==> config.mk <==
export PLATFORM = sky130hd
export DESIGN_NAME = sld_driver
export DESIGN_NICKNAME = d
export VERILOG_FILES = /design/src/inc/sld_pkg.sv /design/src/sld_fifo.sv /design/src/sld_driver.sv
export SDC_FILE = /design/constraint.sdc
export NUM_CORES = 1
export LEC_CHECK = 0
export ABC_CLOCK_PERIOD_IN_PS = 2000
export BUFFER_PORTS_ARGS = -buffer_cell sky130_fd_sc_hd__buf_2
export CORE_MARGIN = 2
export CORE_UTILIZATION = 56
export CTS_BUF_LIST = sky130_fd_sc_hd__clkbuf_8
export CTS_CLUSTER_DIAMETER = 200
export DETAILED_ROUTE_END_ITERATION = 10
export PLACE_DENSITY_LB_ADDON = 0.2
export SLEW_MARGIN = 20
export SYNTH_ARGS = -nofsm -noshare
export SYNTH_HDL_FRONTEND = slang
export SYNTH_SLANG_ARGS = --single-unit
==> constraint.sdc <==
create_clock -name clk -period 2 [get_ports clk]
set_input_delay 0.3 -clock clk [delete_from_list [all_inputs] [get_ports clk]]
set_output_delay 0.3 -clock clk [all_outputs]
set_load 0.02 [all_outputs]
==> src/inc/sld_pkg.sv <==
// shared constants for the serial shift-and-latch drive block
// assumes one system clock; every device pin arrives asynchronously
package sld_pkg;
	localparam int STAGES      = 8;
	localparam int BUF_DEPTH   = 2;
	localparam int BUF_WIDTH   = 1;
	localparam int SYNC_STAGES = 2;
	localparam logic RST_BIT   = 1'h0;
	localparam logic [STAGES-1:0] RST_BYTE = 8'h00;
	localparam logic [STAGES-1:0] RST_OFF  = 8'h00;
	localparam logic [STAGES-1:0] DRIVE_LEVEL = 8'h00;
	localparam int CLK_PERIOD_NS = 40;
endpackage

==> src/sld_fifo.sv <==
// small valid/ready buffer holding sampled serial bits
// assumes a single clock; writer and reader share it
`timescale 1ns/10ps
`default_nettype none
module sld_fifo
	import sld_pkg::*;
#(
	parameter int WIDTH = BUF_WIDTH,
	parameter int DEPTH = BUF_DEPTH
) (
	// clock and reset
	input  wire logic             clk,
	input  wire logic             rst,
	// fill side
	input  wire logic             inValid,
	input  wire logic [WIDTH-1:0] inData,
	output logic                  inReady,
	// drain side
	output logic                  outValid,
	output logic [WIDTH-1:0]      outData,
	input  wire logic             outReady
);
	localparam int PW = (DEPTH > 1) ? $clog2(DEPTH) : 1;
	localparam logic [PW:0] FULL_CNT = (PW+1)'(DEPTH);

	typedef struct packed {
		logic [DEPTH-1:0][WIDTH-1:0] mem;
		logic [PW-1:0]               wrPtr;
		logic [PW-1:0]               rdPtr;
		logic [PW:0]                 count;
	} sld_fifo_t;

	sld_fifo_t st_ff;
	sld_fifo_t nxt_st;
	logic      doWrite;
	logic      doRead;

	function automatic logic [PW-1:0] bump(input logic [PW-1:0] p);
		bump = (p == PW'(DEPTH-1)) ? '0 : PW'(p + 1'b1);
	endfunction

	assign inReady  = (st_ff.count != FULL_CNT);
	assign outValid = (st_ff.count != '0);
	assign outData  = st_ff.mem[st_ff.rdPtr];
	assign doWrite  = inValid & inReady;
	assign doRead   = outValid & outReady;

	always_comb begin
		nxt_st = st_ff;
		if (doWrite) begin
			nxt_st.mem[st_ff.wrPtr] = inData;
			nxt_st.wrPtr = bump(st_ff.wrPtr);
		end
		if (doRead) begin
			nxt_st.rdPtr = bump(st_ff.rdPtr);
		end
		case ({doWrite, doRead})
			2'b10: nxt_st.count = st_ff.count + 1'b1;
			2'b01: nxt_st.count = st_ff.count - 1'b1;
			default: nxt_st.count = st_ff.count;
		endcase
	end

	always_ff @(posedge clk or posedge rst) begin
		if (rst) begin
			st_ff <= '0;
		end else begin
			st_ff <= nxt_st;
		end
	end
endmodule
`default_nettype wire

==> src/sld_driver.sv <==
// serial shift chain with storage latches and open-drain drive lines
// assumes shift clock, data, strobe and enable are asynchronous pins
//
// Behaviour
// eight shift stages, each with own latch
// rising shift clock samples data, advances chain
// latches follow stages while transfer high
// enable low releases every drive line
// drive lines only pull low or release
// rising edge moves stage seven to eight, cascade
// falling cascade output takes stage eight later
// fast downstream devices use rising cascade
// host shifts eight bits, then pulses transfer
`timescale 1ns/10ps
`default_nettype none
module sld_driver
	import sld_pkg::*;
#(
	parameter int N = STAGES
) (
	// clock and reset
	input  wire logic         clk,
	input  wire logic         rst,
	// serial side pins
	input  wire logic         shiftClock,
	input  wire logic         serialData,
	input  wire logic         latchTransfer,
	input  wire logic         outputDriveEnable,
	// cascade outputs
	output logic              riseCascade,
	output logic              fallCascade,
	// open-drain parallel drive lines
	input  wire logic [N-1:0] lineIn,
	output logic [N-1:0]      lineOut,
	output logic [N-1:0]      lineOe,
	// buffer status
	output logic              bitReady
);
	typedef struct packed {
		logic [SYNC_STAGES:0]   clkSync;
		logic [SYNC_STAGES-1:0] dataSync;
		logic [SYNC_STAGES-1:0] strSync;
		logic [SYNC_STAGES-1:0] enSync;
		logic [N-1:0]           stage;
		logic [N-1:0]           latch;
		logic [N-1:0]           oe;
		logic [N-1:0]           out;
		logic                   riseOut;
		logic                   fallOut;
		logic                   fallPend;
		logic                   gap;
		logic                   ready;
	} sld_state_t;

	sld_state_t   st_ff;
	sld_state_t   nxt_st;

	// pin views after synchronising
	logic         riseEv;
	logic         fallEv;
	logic         strobeSeen;
	logic         enableSeen;

	// buffer handshake
	logic         bufValid;
	logic         bufData;
	logic         bufInReady;
	logic         popReady;
	logic         pop;
	logic         fallDue;

	// per-line next values
	logic [N-1:0] stageSrc;
	logic [N-1:0] shiftedStage;
	logic [N-1:0] followLatch;
	logic [N-1:0] pullEnable;
	logic [N-1:0] pinLevel;

	// true when the synchronised level moved the given way
	function automatic logic edgeSeen(
		input logic newer,
		input logic older,
		input logic toHigh
	);
		logic moved;
		moved = newer ^ older;
		if (toHigh) begin
			edgeSeen = moved & newer;
		end else begin
			edgeSeen = moved & older;
		end
	endfunction

	// a line pulls low for a stored zero, only while enabled
	function automatic logic pullLow(
		input logic stored,
		input logic enabled
	);
		if (enabled) begin
			pullLow = ~stored;
		end else begin
			pullLow = 1'b0;
		end
	endfunction

	// a cascade output takes a new bit only on its own event
	function automatic logic cascadeNext(
		input logic take,
		input logic fresh,
		input logic held
	);
		if (take) begin
			cascadeNext = fresh;
		end else begin
			cascadeNext = held;
		end
	endfunction

	// edges seen only after the second synchroniser flop
	assign riseEv     = edgeSeen(st_ff.clkSync[SYNC_STAGES-1], st_ff.clkSync[SYNC_STAGES], 1'b1);
	assign fallEv     = edgeSeen(st_ff.clkSync[SYNC_STAGES-1], st_ff.clkSync[SYNC_STAGES], 1'b0);

	assign strobeSeen = st_ff.strSync[SYNC_STAGES-1];
	assign enableSeen = st_ff.enSync[SYNC_STAGES-1];

	// one idle cycle after each pop lets the falling cascade catch up
	assign popReady   = ~st_ff.gap;
	assign pop        = bufValid & popReady;
	// a fall waits until every earlier rise has been applied
	assign fallDue    = (st_ff.fallPend | fallEv) & ~bufValid & ~pop;

	sld_fifo #(
		.WIDTH(BUF_WIDTH),
		.DEPTH(BUF_DEPTH)
	) u_fifo (
		.clk     (clk),
		.rst     (rst),
		.inValid (riseEv),
		.inData  (st_ff.dataSync[SYNC_STAGES-1]),
		.inReady (bufInReady),
		.outValid(bufValid),
		.outData (bufData),
		.outReady(popReady)
	);

	// lineIn is not read: an open-drain line needs no readback here
	genvar g;
	generate
		for (g = 0; g < N; g++) begin : gen_line
			// serial bit into stage zero, neighbour elsewhere
			if (g == 0) begin : gen_head
				assign stageSrc[g] = bufData;
			end else begin : gen_tail
				assign stageSrc[g] = st_ff.stage[g-1];
			end
			assign shiftedStage[g] = pop ? stageSrc[g] : st_ff.stage[g];
			// latch is transparent, sampled on the system clock
			assign followLatch[g]  = strobeSeen ? shiftedStage[g] : st_ff.latch[g];
			// pin level fixed, only the enable moves
			assign pullEnable[g]   = pullLow(followLatch[g], enableSeen);
			assign pinLevel[g]     = 1'b0;
		end
	endgenerate

	always_comb begin
		nxt_st = st_ff;

		// a metastable first flop is never read by logic
		nxt_st.clkSync  = {st_ff.clkSync[SYNC_STAGES-1:0], shiftClock};
		nxt_st.dataSync = {st_ff.dataSync[SYNC_STAGES-2:0], serialData};
		nxt_st.strSync  = {st_ff.strSync[SYNC_STAGES-2:0], latchTransfer};
		nxt_st.enSync   = {st_ff.enSync[SYNC_STAGES-2:0], outputDriveEnable};

		nxt_st.gap   = pop;
		nxt_st.ready = bufInReady;

		// chain and rising cascade move together on a pop
		nxt_st.stage   = shiftedStage;
		nxt_st.riseOut = cascadeNext(pop, st_ff.stage[N-2], st_ff.riseOut);

		nxt_st.fallOut = cascadeNext(fallDue, st_ff.stage[N-1], st_ff.fallOut);
		if (fallDue) begin
			nxt_st.fallPend = 1'b0;
		end else if (fallEv) begin
			nxt_st.fallPend = 1'b1;
		end else begin
			nxt_st.fallPend = st_ff.fallPend;
		end

		nxt_st.latch = followLatch;
		nxt_st.out   = pinLevel;
		nxt_st.oe    = pullEnable;
	end

	always_ff @(posedge clk or posedge rst) begin
		if (rst) begin
			st_ff <= '0;
		end else begin
			st_ff <= nxt_st;
		end
	end

	assign riseCascade = st_ff.riseOut;
	assign fallCascade = st_ff.fallOut;
	assign lineOut     = st_ff.out;
	assign lineOe      = st_ff.oe;
	assign bitReady    = st_ff.ready;
endmodule
`default_nettype wire

### Yosys cells after proc, flatten, opt, wreduce, memory -nomap -nowiden

Cells that the tools add are included.
W data, S select, Z words.

* register bits: 44
* latch bits: 0
* RAM bits: 0
* ROM bits: 0
* input port bits: 14
* output and inout port bits: 19
* logic and storage cells: 84
* memories: 0

* add/subtract/negate cells: 4
* multipliers: 0
* div/mod/pow operators: 0
* $lt $le $gt $ge: 3
* equality and inequality tests: 3
* shift operators: 0
* muxes and demuxes: 34
* bitwise operators: 19
* reductions and logical operators: 4

Operator list (number)
* $mux W1: 31
* $not A1 Y1: 11
* $and A1 B1 Y1: 6
* $reduce_bool A2 Y1: 3
* $lt A1 B2 Y1 const B: 2
* $pmux W2 S2: 1
* $add A1 B1 Y1 const B: 2
* $add A2 B1 Y2 const B: 1
* $bwmux W2: 1
* $eq A2 B1 Y1 const B: 1
* $eq A2 B2 Y1 const B: 1
* $ne A2 B2 Y1 const B: 1
* $sub A2 B1 Y2 const B: 1
* $demux W1 S1: 1
* $ge A1 B1 Y1 const B: 1
* $logic_and A1 B1 Y1: 1
* $or A1 B1 Y1: 1
* $xor A1 B1 Y1: 1

### Logic depth before layout (Yosys ltp)

* depth in word-level cells: 6
* mapped depth: 5
* mapped depth without buffers: 4

### Cells and area by module

A second synthesis with hierarchy kept.

* cell total of the unflattened synthesis: 139
* area total of the unflattened synthesis: 1799.2 µm²

Modules (own cells, without submodules)
* sld_driver: times used 1, cells each 116, area each 1508.9 µm², seq. area each 950.9 µm²
* sld_fifo: times used 1, cells each 23, area each 290.3 µm², seq. area each 150.1 µm²

### Least setup slack after synthesis

Ideal clock, no wire load.

* path kind: flip-flop to flip-flop
* start point: register u_fifo.st_ff[0] (netlist name)
* end point: register st_ff[21] (netlist name)
* setup time: 0.125 ns
* data arrival time: 1.342 ns
* data required time: 1.875 ns
* path slack: 0.533 ns
* cell stages (with the launch flop): 6
* path buffers: 1
* period minus slack after synthesis: 1.467 ns
* cell sequence: dfrtp_1 > buf_6 > o21bai_4 > inv_4 > mux2_4 > mux2_4

RTL lines
* start, declared: RTL line sld_fifo.sv:33 `sld_fifo_t st_ff;`
* start signal, assigned: RTL line sld_fifo.sv:68 `st_ff <= nxt_st;`
* end signal, assigned: RTL line sld_driver.sv:199 `st_ff <= nxt_st;`
* end, declared: RTL line sld_driver.sv:55 `sld_state_t st_ff;`

==> results.yml <==
global_routing:
  grt_max_degree: 45
  globalRouteMet1Util_pct: 22.2
  antenna_found_initial: 0
  grt_use_met3_pct: 4.59
  grtUsageMet2_pct: 25.1
  grt_overflow: 0
  grt_pass1_wl_um: 4260
  grt_pass1_vias: 969
  grt_usage_pct: 16.3
  top_usage_layer: "met2"
clock_tree:
  cts.sinks: 44
  ctsResizeCount: 0
  cts_tree: "built"
  cts_setup_buffers: 0
  hold_buffers: 0
  cts_buffer_depth: 2
  cts_max_level: 2
  path_clk_slew_ps: 80
  root_buffer: "clkbuf_8"
  numCtsBuffers: 5
  clk_latency_ps: 290
sta:
  fin_setup_tns_ps: 0
  clock.fmax_ghz: 0.707
  setup_violations: 0
  relSlewSlack_pct: 65.3
  final.setup_skew_ps: 11.4
  hold_viol: 0
  rsz0062_at_grt: "no"
  fin_crit_ps: 1420
  slew_viol_final: 0
  tightest_slew_ps: 521
  period_share_pct: 70.8
placed_design:
  gp_congestion: 0.714
  io_buffers: 16
  dpl.hpwl_um: 1670
  placed_cell_area_mm2: 0.00174
floorplan:
  ios: 33
  start_util_pct: 57.7
  placementRows: 20
  dieArea_mm2: 0.00353
  die_x_um: 59.4
  die_y_um: 59.4
  fp.coreArea_mm2: 0.00298
logic_synthesis:
  synth_top_area_share_pct: 64.1
  yosys.area.top_type: "dfrtp_1"
  yosys_most_used_dff: "dfrtp_1"
  synth_edf_count: 0
  synth_xor_area_share_pct: 1.53
  synthCells: 141
  yosys.cell_count.top_type: "dfrtp_1"
  synth_compound_area_share_pct: 9.98
  yosys-top-cells-count: "dfrtp_1, nand2_1, buf_4, a32o_1, nor2_1"
  synth_mux_area_share_pct: 4.37
  async_reset_ff_share_pct: 100
  synth_top_family_by_area: "simple AND/OR/NAND/NOR gates"
  ys_ff_latch: 44
  synth_area_leaders: "dfrtp_1, buf_4, nand2_1"
  ys_types: 25
  syn_area_per_cell_um2: 12.2
  ys_seq_area_share_pct: 64.1
  yosysWarningCount: 0
  synth_simple_gate_area_share_pct: 10.5
  syn_area_mm2: 0.00172
  yosys.area_share.adder_pct: 0
critical_path:
  reg2regPathDepth: 4
  critical_path_class: "reg2reg"
  cp.required_ps: 2180
  worstPathCellList: "o21bai_4, inv_4, mux2_4, mux2_4"
  crit_path_start_kind: "flip-flop"
  setup.worst_path.start: "st_ff[1]$_DFF_PP0_"
  arrival_ps: 1600
  crit_top_cell: "mux2_4"
  crit_slowest_cell: "dfrtp_1"
  ff2ff_setup_slack_ps: 580
  cp-end-kind: "flip-flop"
  max_stage_delay_ps: 420
  reg2reg_to: "st_ff[21]$_DFF_PP0_"
  r2r_start: "st_ff[1]$_DFF_PP0_"
  critPathMaxFanout: 9
final_layout:
  multi_input_area_um2: 483
  area_growth_pct: 7.65
  fill_cells: 245
  final_area_mm2: 0.00185
  num-nets-final: 167
  diodes: 0
  register_area_mm2: 0.00110
  drive_gt1_share_pct: 22.1
min_path:
  min_from: "latchTransfer"
  hp-class: "in2reg"
  hold_path_depth: 1
  whs_endpoint: "nxt_st[40]$_DFF_PP0_"
detailed_routing:
  via_per_inst: 5.25
  vias: 981
  firstDrtPassIters: 4
  routed_wl_um: 2440
  wl_per_cell_um: 13.1
  drtIter0Drc: 33
  drcViolationCount: 0
  antenna_left: 0
power_and_ir_drop:
  ir_worst_vdd_mv: 0.749
  power_density_mw_per_mm2: 1400
  power.leakage_nw: 0.919
  power_w: 0.00259
flow_run:
  maxCapViolations: 0
status:
  run_status: "finished, final reports clean"
==> worst max path at each step <==
stage	cells past startpoint	endpoint	slack [ps]
4_1_cts	4	st_ff[21]$_DFF_PP0_	580
2_1_floorplan	5	st_ff[21]$_DFF_PP0_	530
3_5_place_dp	4	st_ff[21]$_DFF_PP0_	590
6_report	4	st_ff[21]$_DFF_PP0_	580
5_1_grt	4	st_ff[21]$_DFF_PP0_	520
3_3_place_gp	4	st_ff[21]$_DFF_PP0_	610
==> routing by layer <==
metal | wire length (um) | vias to the layer above
li1 | - | 471
met1 | 1120 | 485
met2 | 1200 | 20
met3 | 92 | 5
met4 | 30 | 0
met5 | 0 | -
==> cells in the final DEF (no fill, tap or decap), types with 2 or more instances in the layout <==
master	netlist	layout
buf_2	0	16
o21ai_0	3	3
nor2_1	8	8
buf_4	16	3
dfrtp_1	44	44
nand2_1	27	27
mux2_4	2	2
a32o_1	8	8
inv_1	2	3
xnor2_1	3	3
mux2_2	4	4
conb_1	1	8
clkbuf_8	0	5
nor2b_1	2	2
a31oi_1	7	7
==> worst max-delay path: cells and delay by family, from the launching register on <==
| kind | cells | cell delay (ps) |
|---|---|---|
| AOI/OAI and AO/OA | 1 | 200 |
| muxes | 2 | 580 |
| DFF | 1 | 420 |
| buffers and inverters | 1 | 110 |
==> stage by stage <==
stage | worst slack (ps) | instances | hold slack (ps) | utilization [%]
2_1_floorplan | 533 | 148 | 331 | -
3_3_place_gp | 606 | 179 | 332 | 58.5
3_5_place_dp | 595 | 179 | 337 | 58.5
4_1_cts | 581 | 187 | 106 | 62.1
5_1_grt | 522 | 187 | 95.6 | 62.1
6_report | 585 | 187 | 113 | 62.1
==> logic make-up after synthesis <==
| logic type | count (synthesis) |
|---|---|
| other | 1 |
| AND/OR/NAND/NOR | 42 |
| XOR/XNOR | 3 |
| multiplexers | 6 |
| flip-flops | 44 |
| buffers and inverters | 24 |
| AO/OA/AOI/OAI | 21 |
==> power breakdown <==
part	leakage, nW	internal, W	total (W)	switching [W]
sequential	0.541	0.00114	0.00127	0.000133
combinational	0.319	0.000295	0.000671	0.000376
clock	0.0593	0.000365	0.000641	0.000275
total	0.919	0.00180	0.00259	0.000785
==> flip-flops by register name, summed over array words and instances (netlist names) <==
name	count
enableSeen	1
lineOe	8
u_fifo.st_ff	6
bitReady	1
nxt_st	5
riseCascade	1
fallCascade	1
st_ff	21
==> area by class of cell <==
type / instances / share of cell area [%]
sequential: 44 / 59.5
multi-input combinational: 80 / 26.1
timing repair buffer: 19 / 5.55
clock buffer: 5 / 3.72
tap: 33 / 2.23
clock inverter: 3 / 2.10
inverter: 3 / 0.744
(Power assumes the default switching activity.)
